==> config.mk <==
export PLATFORM = sky130hd
export DESIGN_NAME = rdo_top
export DESIGN_NICKNAME = d
export VERILOG_FILES = /design/src/rdo_pkg.sv /design/src/rdo_top.sv /design/src/rdo_shift.sv /design/src/rdo_enc.sv
export SDC_FILE = /design/constraint.sdc
export NUM_CORES = 1
export LEC_CHECK = 0
export ABC_CLOCK_PERIOD_IN_PS = 4500
export BUFFER_PORTS_ARGS = -buffer_cell sky130_fd_sc_hd__buf_2
export CORE_UTILIZATION = 45
export DETAILED_ROUTE_END_ITERATION = 12
export PLACE_DENSITY = 0.67
export RECOVER_POWER = 100
export SYNTH_ARGS = -nofsm -noshare
export SYNTH_HDL_FRONTEND = slang
export SYNTH_HIERARCHICAL = 1
export SYNTH_SLANG_ARGS = --single-unit
==> constraint.sdc <==
create_clock -name I_CLK_SYS -period 4.5 [get_ports I_CLK_SYS]
set_input_delay 0.225 -clock I_CLK_SYS [delete_from_list [all_inputs] [get_ports I_CLK_SYS]]
set_output_delay 0.225 -clock I_CLK_SYS [all_outputs]
set_load 0.005 [all_outputs]
==> src/rdo_pkg.sv <==
// constants, field layouts and carrier types for the resolver output ports
// assumes a single 10 MHz system clock; shared by rdo_top, rdo_enc and the bench
`default_nettype none

package rdo_pkg;

  localparam int unsigned CLK_HZ      = 10_000_000;
  localparam int unsigned UPDATE_HZ   = 4_096_000;
  localparam int unsigned PUMP_HZ_X10 = 2_048_000;
  localparam int unsigned SETTLE_MS   = 20;
  localparam int unsigned SETTLE_CYC  = SETTLE_MS * (CLK_HZ / 1000);

  // fractional dividers: add step each cycle, wrap at modulus
  localparam logic [13:0] UPD_STEP  = 14'(UPDATE_HZ / 1000);
  localparam logic [13:0] UPD_MOD   = 14'(CLK_HZ / 1000);
  localparam logic [16:0] PUMP_STEP = 17'(2 * PUMP_HZ_X10 / 1000);
  localparam logic [16:0] PUMP_MOD  = 17'(CLK_HZ * 10 / 1000);

  // excitation frequencies in kHz and half periods in cycles
  localparam int unsigned EXC_KHZ_11 = 10;
  localparam int unsigned EXC_KHZ_10 = 12;
  localparam int unsigned EXC_KHZ_01 = 15;
  localparam int unsigned EXC_KHZ_00 = 20;
  localparam logic [8:0]  EXC_HALF_11 = 9'(CLK_HZ / (2000 * EXC_KHZ_11));
  localparam logic [8:0]  EXC_HALF_10 = 9'(CLK_HZ / (2000 * EXC_KHZ_10));
  localparam logic [8:0]  EXC_HALF_01 = 9'(CLK_HZ / (2000 * EXC_KHZ_01));
  localparam logic [8:0]  EXC_HALF_00 = 9'(CLK_HZ / (2000 * EXC_KHZ_00));

  // serial word layout
  localparam int unsigned W_DATA_LSB = 4;
  localparam int unsigned W_SEL      = 3;
  localparam int unsigned W_DOS      = 2;
  localparam int unsigned W_LOT      = 1;
  localparam int unsigned W_PAR      = 0;

  // data bus bits reused by the serial port
  localparam int unsigned DB_SO_BIT   = 11;
  localparam int unsigned DB_SCLK_BIT = 10;

  localparam logic [11:0] POS_ZERO = 12'h000;

  // register map
  localparam logic [7:0]  REG_CTRL   = 8'h00;
  localparam logic [7:0]  REG_STATUS = 8'h04;
  localparam logic [7:0]  REG_POS    = 8'h08;
  localparam logic [7:0]  REG_VEL    = 8'h0c;
  localparam int unsigned CTRL_ENC_EN = 0;
  localparam logic        CTRL_ENC_EN_RST = 1'b1;
  localparam logic [1:0]  RESP_OKAY   = 2'h0;
  localparam logic [1:0]  RESP_SLVERR = 2'h2;

  typedef enum logic [1:0] {
    PH_SETTLE = 2'b00,
    PH_WAIT   = 2'b01,
    PH_RUN    = 2'b10
  } rdo_phase_t;

  typedef struct packed {
    logic rd_n;
    logic cs_n;
    logic sel;
    logic sample_n;
    logic sclk;
    logic soe_n;
    logic fs_hi;
    logic fs_lo;
  } rdo_pins_t;

  // frequency selects idle high as if pulled up
  localparam rdo_pins_t PINS_RST = '{1'b1, 1'b1, 1'b1, 1'b1, 1'b1, 1'b1, 1'b1, 1'b1};

  typedef struct packed {
    logic a;
    logic b;
    logic nm;
    logic dir;
  } rdo_enc_t;

endpackage

`default_nettype wire

==> src/rdo_top.sv <==
// resolver converter digital output ports: serial/parallel read port,
// encoder emulation, excitation select, start-up sequencing, pump clock
// assumes tracking words and fault levels arrive on the system clock;
// host pins are asynchronous and pass two flip-flops first
//
// Functional notes
// - data bus released; drive only while chip select and read strobe are low
// - read strobe falling edge starts a frame and loads the shift buffer
// - msb ready by first falling sclk; later bits shift on rising sclk edges
// - zeros follow the word on extra clock edges while strobe stays low
// - select high reads position, low reads velocity, set before strobe falls
// - encoder outputs run continuously while resolver inputs are valid
// - 1024 quadrature pulses per revolution
// - a leads b for increasing angle, b leads a when decreasing
// - direction high for increasing angle, low when decreasing, held while still (high after reset)
// - north marker while position passes zero, one quarter of a cycle
// - encoder updates at 4.096 MHz, four updates per pulse
// - two select pins choose 10, 12, 15 or 20 kHz excitation
// - select pins default high, giving 10 kHz when unconnected
// - reset clears position to zero and drives both fault flags low
// - first sample after settling releases flags and validates data
// - pump output is a 204.8 kHz square wave at half duty
// - word: data 15..4, select 3, degraded 2, tracking loss 1, parity 0
// - parity makes every word hold an odd number of ones
// - sample strobe falling edge copies tracking words into registers
// - serial mode: bit 11 output, bit 10 clock input, bits 0-9 released
//
// The implementer's own choices: the register offsets and the AXI4-Lite interface to the registers.
`timescale 1ns/1ps
`default_nettype none

module rdo_top #(
  parameter int unsigned P_SETTLE_CYC = rdo_pkg::SETTLE_CYC
) (
  input  wire logic        I_CLK_SYS,
  input  wire logic        I_RST,
  // axi4-lite slave
  input  wire logic [7:0]  I_S_AXI_AWADDR,
  input  wire logic        I_S_AXI_AWVALID,
  output logic             O_S_AXI_AWREADY,
  input  wire logic [31:0] I_S_AXI_WDATA,
  input  wire logic [3:0]  I_S_AXI_WSTRB,
  input  wire logic        I_S_AXI_WVALID,
  output logic             O_S_AXI_WREADY,
  output logic [1:0]       O_S_AXI_BRESP,
  output logic             O_S_AXI_BVALID,
  input  wire logic        I_S_AXI_BREADY,
  input  wire logic [7:0]  I_S_AXI_ARADDR,
  input  wire logic        I_S_AXI_ARVALID,
  output logic             O_S_AXI_ARREADY,
  output logic [31:0]      O_S_AXI_RDATA,
  output logic [1:0]       O_S_AXI_RRESP,
  output logic             O_S_AXI_RVALID,
  input  wire logic        I_S_AXI_RREADY,
  // host pins
  input  wire logic [11:0] I_DB,
  output logic [11:0]      O_DB,
  output logic [11:0]      O_DB_OE,
  input  wire logic        I_RD_N,
  input  wire logic        I_CS_N,
  input  wire logic        I_POS_VEL_SELECT,
  input  wire logic        I_SAMPLE_N,
  input  wire logic        I_SERIAL_PORT_SELECT_N,
  input  wire logic        I_EXCITE_FREQ_SEL_HI,
  input  wire logic        I_EXCITE_FREQ_SEL_LO,
  // tracking loop and fault detection side
  input  wire logic [11:0] I_POS_TRACK,
  input  wire logic [11:0] I_VEL_TRACK,
  input  wire logic        I_FAULT_LOT,
  input  wire logic        I_FAULT_DOS,
  input  wire logic        I_INPUTS_VALID,
  // outputs
  output logic             O_ENC_A,
  output logic             O_ENC_B,
  output logic             O_NORTH_MARKER,
  output logic             O_DIR,
  output logic             O_TRACKING_LOSS_FLAG,
  output logic             O_SIGNAL_DEGRADED_FLAG,
  output logic             O_PUMP_SQUARE_OUT,
  output logic             O_EXCITATION_OUT
);

  typedef struct packed {
    rdo_pkg::rdo_pins_t  s1;
    rdo_pkg::rdo_pins_t  s2;
    rdo_pkg::rdo_pins_t  prev;
    rdo_pkg::rdo_phase_t ph;
    logic [23:0]         settle_cnt;
    logic [13:0]         upd_acc;
    logic                upd_tick;
    logic [16:0]         pump_acc;
    logic                pump;
    logic [8:0]          exc_cnt;
    logic                excitation_out;
    logic [11:0]         pos;
    logic [11:0]         vel;
    logic [11:0]         par_out;
    logic                tracking_loss_flag;
    logic                signal_degraded_flag;
    logic                enc_en;
    logic                aw_have;
    logic [7:0]          awaddr;
    logic                w_have;
    logic [31:0]         wdata;
    logic [3:0]          wstrb;
    logic                bvalid;
    logic [1:0]          bresp;
    logic                rvalid;
    logic [31:0]         rdata;
    logic [1:0]          rresp;
  } rdo_top_st_t;

  rdo_top_st_t q;
  rdo_top_st_t d;

  rdo_pkg::rdo_pins_t pins_in;
  rdo_pkg::rdo_enc_t  enc;
  logic [15:0]        word;
  logic [14:0]        word_hi;
  logic               shift_msb;
  logic               rd_fall;
  logic               sclk_rise;
  logic               sample_fall;
  logic               frame;
  logic               serial_mode;
  logic [8:0]         exc_half;
  logic [16:0]        pump_nxt;
  logic [13:0]        upd_nxt;

  // register decode, shared by read and write paths
  function automatic logic reg_hit(input logic [7:0] a);
    case ({a[7:2], 2'b00})
      rdo_pkg::REG_CTRL,
      rdo_pkg::REG_STATUS,
      rdo_pkg::REG_POS,
      rdo_pkg::REG_VEL: reg_hit = 1'b1;
      default:          reg_hit = 1'b0;
    endcase
  endfunction

  function automatic logic [8:0] half_of(input logic hi, input logic lo);
    case ({hi, lo})
      2'b11:   half_of = rdo_pkg::EXC_HALF_11;
      2'b10:   half_of = rdo_pkg::EXC_HALF_10;
      2'b01:   half_of = rdo_pkg::EXC_HALF_01;
      default: half_of = rdo_pkg::EXC_HALF_00;
    endcase
  endfunction

  assign pins_in = '{
    rd_n:     I_RD_N,
    cs_n:     I_CS_N,
    sel:      I_POS_VEL_SELECT,
    sample_n: I_SAMPLE_N,
    sclk:     I_DB[rdo_pkg::DB_SCLK_BIT],
    soe_n:    I_SERIAL_PORT_SELECT_N,
    fs_hi:    I_EXCITE_FREQ_SEL_HI,
    fs_lo:    I_EXCITE_FREQ_SEL_LO
  };

  // edges seen on the second stage only
  assign rd_fall     = q.prev.rd_n & ~q.s2.rd_n;
  assign sclk_rise   = ~q.prev.sclk & q.s2.sclk;
  assign sample_fall = q.prev.sample_n & ~q.s2.sample_n;
  assign frame       = ~q.s2.cs_n & ~q.s2.rd_n;
  assign serial_mode = ~q.s2.soe_n;
  assign exc_half    = half_of(q.s2.fs_hi, q.s2.fs_lo);
  assign pump_nxt    = q.pump_acc + rdo_pkg::PUMP_STEP;
  assign upd_nxt     = q.upd_acc + rdo_pkg::UPD_STEP;

  // word built from the register chosen by the select level
  assign word_hi = {(q.s2.sel ? q.pos : q.vel), q.s2.sel, q.signal_degraded_flag, q.tracking_loss_flag};
  assign word    = {word_hi, ~(^word_hi)};

  always_comb
  begin
    d = q;
    d.s1   = pins_in;
    d.s2   = q.s1;
    d.prev = q.s2;

    // update enable: 4.096 MHz average from the 10 MHz clock
    if (upd_nxt >= rdo_pkg::UPD_MOD)
    begin
      d.upd_acc  = upd_nxt - rdo_pkg::UPD_MOD;
      d.upd_tick = 1'b1;
    end
    else
    begin
      d.upd_acc  = upd_nxt;
      d.upd_tick = 1'b0;
    end

    // pump toggles at twice its frequency; edges jitter by one cycle
    if (pump_nxt >= rdo_pkg::PUMP_MOD)
    begin
      d.pump_acc = pump_nxt - rdo_pkg::PUMP_MOD;
      d.pump     = ~q.pump;
    end
    else
    begin
      d.pump_acc = pump_nxt;
    end

    // excitation square, digital stand-in for the sine source
    if (q.exc_cnt >= exc_half - 9'h001)
    begin
      d.exc_cnt = 9'h000;
      d.excitation_out     = ~q.excitation_out;
    end
    else
    begin
      d.exc_cnt = q.exc_cnt + 9'h001;
    end

    if (sample_fall)
    begin
      d.pos = I_POS_TRACK;
      d.vel = I_VEL_TRACK;
    end

    // start-up: flags held low until sample after settling
    case (q.ph)
      rdo_pkg::PH_SETTLE:
      begin
        d.tracking_loss_flag = 1'b0;
        d.signal_degraded_flag = 1'b0;
        if (q.settle_cnt >= 24'(P_SETTLE_CYC - 1))
          d.ph = rdo_pkg::PH_WAIT;
        else
          d.settle_cnt = q.settle_cnt + 24'h000001;
      end
      rdo_pkg::PH_WAIT:
      begin
        if (sample_fall)
        begin
          d.ph  = rdo_pkg::PH_RUN;
          d.tracking_loss_flag = I_FAULT_LOT;
          d.signal_degraded_flag = I_FAULT_DOS;
        end
      end
      rdo_pkg::PH_RUN:
      begin
        d.tracking_loss_flag = I_FAULT_LOT;
        d.signal_degraded_flag = I_FAULT_DOS;
      end
      default:
      begin
        d.ph = rdo_pkg::PH_SETTLE;
      end
    endcase

    if (rd_fall && !q.s2.cs_n)
    begin
      d.par_out = q.s2.sel ? q.pos : q.vel;
    end

    // axi write: address and data taken in either order
    if (I_S_AXI_AWVALID && !q.aw_have)
    begin
      d.aw_have = 1'b1;
      d.awaddr  = I_S_AXI_AWADDR;
    end
    if (I_S_AXI_WVALID && !q.w_have)
    begin
      d.w_have = 1'b1;
      d.wdata  = I_S_AXI_WDATA;
      d.wstrb  = I_S_AXI_WSTRB;
    end
    if (q.aw_have && q.w_have && !q.bvalid)
    begin
      d.aw_have = 1'b0;
      d.w_have  = 1'b0;
      d.bvalid  = 1'b1;
      d.bresp   = reg_hit(q.awaddr) ? rdo_pkg::RESP_OKAY : rdo_pkg::RESP_SLVERR;
      if ({q.awaddr[7:2], 2'b00} == rdo_pkg::REG_CTRL && q.wstrb[0])
        d.enc_en = q.wdata[rdo_pkg::CTRL_ENC_EN];
    end
    else if (q.bvalid && I_S_AXI_BREADY)
    begin
      d.bvalid = 1'b0;
    end

    // axi read: one outstanding, data one cycle after address
    if (I_S_AXI_ARVALID && !q.rvalid)
    begin
      d.rvalid = 1'b1;
      d.rresp  = reg_hit(I_S_AXI_ARADDR) ? rdo_pkg::RESP_OKAY : rdo_pkg::RESP_SLVERR;
      case ({I_S_AXI_ARADDR[7:2], 2'b00})
        rdo_pkg::REG_CTRL:   d.rdata = {31'h00000000, q.enc_en};
        rdo_pkg::REG_STATUS: d.rdata = {24'h000000, enc.dir, enc.nm, serial_mode,
                                        q.ph, I_INPUTS_VALID, q.signal_degraded_flag, q.tracking_loss_flag};
        rdo_pkg::REG_POS:    d.rdata = {20'h00000, q.pos};
        rdo_pkg::REG_VEL:    d.rdata = {20'h00000, q.vel};
        default:             d.rdata = 32'h00000000;
      endcase
    end
    else if (q.rvalid && I_S_AXI_RREADY)
    begin
      d.rvalid = 1'b0;
    end
  end

  always_ff @(posedge I_CLK_SYS)
  begin
    if (I_RST)
    begin
      q        <= '0;
      q.s1     <= rdo_pkg::PINS_RST;
      q.s2     <= rdo_pkg::PINS_RST;
      q.prev   <= rdo_pkg::PINS_RST;
      q.ph     <= rdo_pkg::PH_SETTLE;
      q.pos    <= rdo_pkg::POS_ZERO;
      q.vel    <= rdo_pkg::POS_ZERO;
      q.enc_en <= rdo_pkg::CTRL_ENC_EN_RST;
    end
    else
    begin
      q <= d;
    end
  end

  rdo_shift u_shift (
    .i_clk   (I_CLK_SYS),
    .i_rst   (I_RST),
    .i_load  (rd_fall & ~q.s2.cs_n),
    .i_shift (sclk_rise & ~q.s2.rd_n),
    .i_word  (word),
    .o_msb   (shift_msb)
  );

  rdo_enc u_enc (
    .i_clk    (I_CLK_SYS),
    .i_rst    (I_RST),
    .i_tick   (q.upd_tick),
    .i_run    (I_INPUTS_VALID & q.enc_en),
    .i_target (I_POS_TRACK),
    .o_enc    (enc)
  );

  // serial mode keeps bits 0-9 released and bit 10 as an input
  always_comb
  begin
    O_DB    = serial_mode ? {shift_msb, 11'h000} : q.par_out;
    O_DB_OE = '0;
    if (serial_mode)
      O_DB_OE[rdo_pkg::DB_SO_BIT] = frame;
    else
      O_DB_OE = {12{frame}};
  end

  assign O_S_AXI_AWREADY        = ~q.aw_have;
  assign O_S_AXI_WREADY         = ~q.w_have;
  assign O_S_AXI_BVALID         = q.bvalid;
  assign O_S_AXI_BRESP          = q.bresp;
  assign O_S_AXI_ARREADY        = ~q.rvalid;
  assign O_S_AXI_RVALID         = q.rvalid;
  assign O_S_AXI_RDATA          = q.rdata;
  assign O_S_AXI_RRESP          = q.rresp;
  assign O_ENC_A                = enc.a;
  assign O_ENC_B                = enc.b;
  assign O_NORTH_MARKER         = enc.nm;
  assign O_DIR                  = enc.dir;
  assign O_TRACKING_LOSS_FLAG   = q.tracking_loss_flag;
  assign O_SIGNAL_DEGRADED_FLAG = q.signal_degraded_flag;
  assign O_PUMP_SQUARE_OUT      = q.pump;
  assign O_EXCITATION_OUT       = q.excitation_out;

endmodule

`default_nettype wire

==> src/rdo_shift.sv <==
// 16-bit serial output shifter, msb first, zero fill
// assumes load and shift are one-cycle pulses on the system clock
`timescale 1ns/1ps
`default_nettype none

module rdo_shift (
  input  wire logic        i_clk,
  input  wire logic        i_rst,
  input  wire logic        i_load,
  input  wire logic        i_shift,
  input  wire logic [15:0] i_word,
  output logic             o_msb
);

  typedef struct packed {
    logic [15:0] sr;
  } rdo_shift_st_t;

  rdo_shift_st_t q;
  rdo_shift_st_t d;

  always_comb
  begin
    d = q;
    if (i_load)
    begin
      d.sr = i_word;
    end
    else if (i_shift)
    begin
      d.sr = {q.sr[14:0], 1'b0};
    end
  end

  always_ff @(posedge i_clk)
  begin
    if (i_rst)
      q <= '0;
    else
      q <= d;
  end

  assign o_msb = q.sr[15];

endmodule

`default_nettype wire

==> src/rdo_enc.sv <==
// incremental encoder emulation: follows tracked angle one lsb per update
// assumes i_tick is a one-cycle enable at the update rate
`timescale 1ns/1ps
`default_nettype none

module rdo_enc (
  input  wire logic        i_clk,
  input  wire logic        i_rst,
  input  wire logic        i_tick,
  input  wire logic        i_run,
  input  wire logic [11:0] i_target,
  output rdo_pkg::rdo_enc_t o_enc
);

  typedef struct packed {
    logic [11:0]       cnt;
    rdo_pkg::rdo_enc_t enc;
  } rdo_enc_st_t;

  rdo_enc_st_t q;
  rdo_enc_st_t d;
  logic [11:0] diff;

  // gray sequence, a leads b while counting up
  function automatic logic [1:0] quad(input logic [1:0] s);
    case (s)
      2'h0:    quad = 2'h0;
      2'h1:    quad = 2'h2;
      2'h2:    quad = 2'h3;
      default: quad = 2'h1;
    endcase
  endfunction

  always_comb
  begin
    d = q;
    diff = i_target - q.cnt;
    if (i_tick && i_run && diff != rdo_pkg::POS_ZERO)
    begin
      // shortest way round the circle
      d.cnt = diff[11] ? q.cnt - 12'h001 : q.cnt + 12'h001;
      d.enc.dir = ~diff[11];
    end
    {d.enc.a, d.enc.b} = quad(d.cnt[1:0]);
    d.enc.nm = (d.cnt == rdo_pkg::POS_ZERO);
  end

  always_ff @(posedge i_clk)
  begin
    if (i_rst)
      q <= '{cnt: rdo_pkg::POS_ZERO, enc: '{1'b0, 1'b0, 1'b1, 1'b1}};
    else
      q <= d;
  end

  assign o_enc = q.enc;

endmodule

`default_nettype wire

==> flow_summary.ini <==
[status]
outcome = finished with violations
violations = max-capacitance violations, max-slew violations

[worst_setup_path]
crit_type = reg2reg
crit_path_start_kind = register
crit_start = u_enc/q[5]$_SDFF_PP0_
reg2reg_setup_slack_ps = 300
r2r_cells = 17
crit_path_end_kind = register
reg2reg_to = u_enc/o_enc[1]$_SDFF_PP1_
required_ps = 4840
critPathMaxFanout = 6
cp-endpoint = u_enc/o_enc[1]$_SDFF_PP1_
worstPathArrival_ps = 4540
worstReg2RegStart = u_enc/q[5]$_SDFF_PP0_

[synth]
synth_top_cell_by_area = dfxtp_1
yosysWarnings = 6
synth_edf_count = 0
synth_cell_types = 80
synth_area_sq_um = 9310
ys_ff_latch = 176
synth-async-reset-ratio_pct = 0
yosysSeqAreaShare_pct = 37.8
synth_commonest_cells = dfxtp_1 (176), nor2_1 (123), nand2_1 (76)
synth.area.top_cells = dfxtp_1 (38%), ha_1 (7.1%), mux2i_1 (5.5%)
synthFlopType = dfxtp_1
yosysTopAreaCellShare_pct = 37.8
yosysMostFrequentCell = dfxtp_1
syn_inst = 1043
syn_avg_cell_area_sq_um = 8.93

[power]
clockPowerShare_pct = 37.9
cellLeakagePower_uw = 0.00440
ir_worst_vdd_mv = 0.182
intPower_uw = 2900
switchingPower_uw = 1160
switching_share_pct = 28.6
combinationalPowerShare_pct = 19.2
p_per_area_nw_per_um2 = 391
seqPwrFrac_pct = 42.9

[floorplan]
die-area_sq_um = 21300
dieHeight_um = 146
core_area_sq_um = 20200
fp-row-count = 52
ioPinCount = 178
start_util_pct = 46.0
die_x_um = 146

[timing]
tightest_slew_ps = 3700
fmax_ghz = 0.238
relSlewSlack_pct = -147
finalCritPeriodShare_pct = 93.4
finalSetupTns_ps = 0
finalCriticalPeriod_ps = 4200
rsz0062_at_grt = no
slew_violations = 86
fin_ws_ps = 296
fin_worst_skew_ps = 12.0
hold_violations = 0
setup_viol = 0

[routing]
dr.first_iter.drc_count = 466
vias = 7048
drtAntennaViolNets = 0
drc_errors = 0
wire_per_inst_um = 14.1
finalWirelength_um = 19700
via_per_inst = 5.06
drtPass1Iterations = 5

[global_route]
grt_pass1_wl_um = 31700
gr-total-overflow = 0
grt_pass1_vias = 6417
antenna_found_initial = 1
grt_usage_pct = 18.7
grt_max_degree = 86

[placed_design]
place_inst = 1351
io_buffers = 106
place_ws_ps = 201
hpwl_um = 14300
routabilityCongestion = 0.831

[cts]
htree_levels = 4
clkSinkCount = 176
cts_tree = done
cts-root-buf = clkbuf_16
clock_path_buffers = 2
clk_latency_ps = 430
clk_pin_slew_worst_paths_ps = 70
numCtsBuffers = 17

[flow_run]
cap_violations = 1

[cells_and_area]
area_delta_synth_final_pct = 11.4
final_util_pct = 51.3
drive_gt1_share_pct = 16.3
instances_no_fill = 1394
fin_nets = 1269

[min_path]
hold_path.class = in2reg
[critical path, stage by stage, from the launching register on]
cell and delay [ps]:
dfxtp_1 330, inv_1 80, ha_1 320, nor2b_4 140, o31a_4 290, a41oi_4 250, a211o_2 170, nand3_2 130
ha_1 310, a21oi_1 220, o2111ai_1 210, a21o_1 240, a41o_1 280, o41ai_4 290, nor4_1 100, a211oi_2 220
o2111ai_1 160, o41ai_2 340
[metrics by stage]
step	power [uW]	area [sq um]	hold WS (ps)
2_1_floorplan	2390	9390	294
5_1_grt	4270	10400	29.5
3_5_place_dp	2540	9710	394
6_report	4050	10400	19.8
4_1_cts	4090	10400	8.62
3_3_place_gp	2520	9710	393
[state kept, by name (all words and copies together), names as in the netlist]
name and flops:
u_enc/q 12, u_shift/q 16, O_S_AXI_BVALID 1, d 16
O_EXCITATION_OUT 1, q 108, O_S_AXI_RRESP 1, u_enc/o_enc 4
O_PUMP_SQUARE_OUT 1, O_S_AXI_BRESP 1, O_TRACKING_LOSS_FLAG 1, O_S_AXI_RVALID 1
O_SIGNAL_DEGRADED_FLAG 1, O_S_AXI_RDATA 12
[kinds of logic (layout without fill, tap and decap cells)]
logic type,Yosys count,after routing,share of synthesized area [%]
compound gates,162,162,12.8
xor+xnor,68,68,6.39
fa+ha+maj,54,54,7.33
buf+inv,154,213,8.95
flops,176,176,37.8
mux,63,63,7.09
other cells,1,23,0.0403
simple gates,365,365,19.5
[layer usage]
layer | GRT usage (%) | up-vias | share of wire [%]
met5 | 0 | - | 0
met2 | 30.7 | 138 | 47
li1 | - | 3611 | -
met1 | 24.5 | 3284 | 48
met3 | 3.98 | 15 | 4.0
met4 | 5.95 | 0 | 1.1
[cells in the final DEF, fill, tap and decap left out, types with 6 or more instances in the layout]
master / instances
clkbuf_16: 17
and2_1: 12
buf_2: 80
mux2_2: 9
nor2_1: 123
and2_0: 6
inv_1: 59
nor4_1: 7
nand3_1: 25
a22oi_1: 8
conb_1: 22
dfxtp_1: 176
nand4_1: 8
dlygate4sd3_1: 8
xor2_1: 33
nand2_1: 77
nor3_1: 16
clkbuf_2: 10
nand2b_1: 9
a211oi_1: 30
or2_2: 20
ha_1: 53
clkbuf_1: 17
a21oi_1: 53
o21ai_0: 16
o211ai_1: 7
mux2i_1: 51
nor2b_1: 32
xnor2_1: 35
[power groups by stage]
stage / Combinational [uW] / Clock (uW) / Sequential [uW]
floorplan: 641 / 0 / 1740
global placement: 753 / 0 / 1770
detailed placement: 769 / 0 / 1770
CTS: 778 / 1570 / 1740
global route: 878 / 1640 / 1750
finish: 779 / 1540 / 1740
[area by class of cell]
class	count	area [sq um]
timing repair buffer	121	636
clock inverter	14	181
antenna	1	2.50
fill	1911	9860
tap	270	338
inverter	60	225
sequential	176	3520
multi-input combinational	734	5030
clock buffer	18	439
[what timing repair did]
action | CTS | global route
hold buffers | 8 | 0
hold endpoints to repair | 8 | 0
endpoints found under the setup margin | 0 | 2
setup buffers | 0 | 2
gates resized for setup | 0 | 2
[how the worst min path moves through the flow]
stage | from | to | slack (ps) | cells after the start
after detailed placement | d[203]$_SDFF_PP1_ | d[195]$_SDFF_PP1_ | 390 | 1
after floorplan | I_RST | u_enc/q[10]$_SDFF_PP0_ | 290 | 1
after global placement | d[207]$_SDFF_PP1_ | d[199]$_SDFF_PP1_ | 390 | 1
after CTS | I_VEL_TRACK[9] | q[108]$_SDFFE_PP0P_ | 9 | 3
final | I_VEL_TRACK[9] | q[108]$_SDFFE_PP0P_ | 20 | 3
after global routing | I_VEL_TRACK[6] | q[105]$_SDFFE_PP0P_ | 30 | 3
No activity file was read; power rests on OpenSTA's default activity.
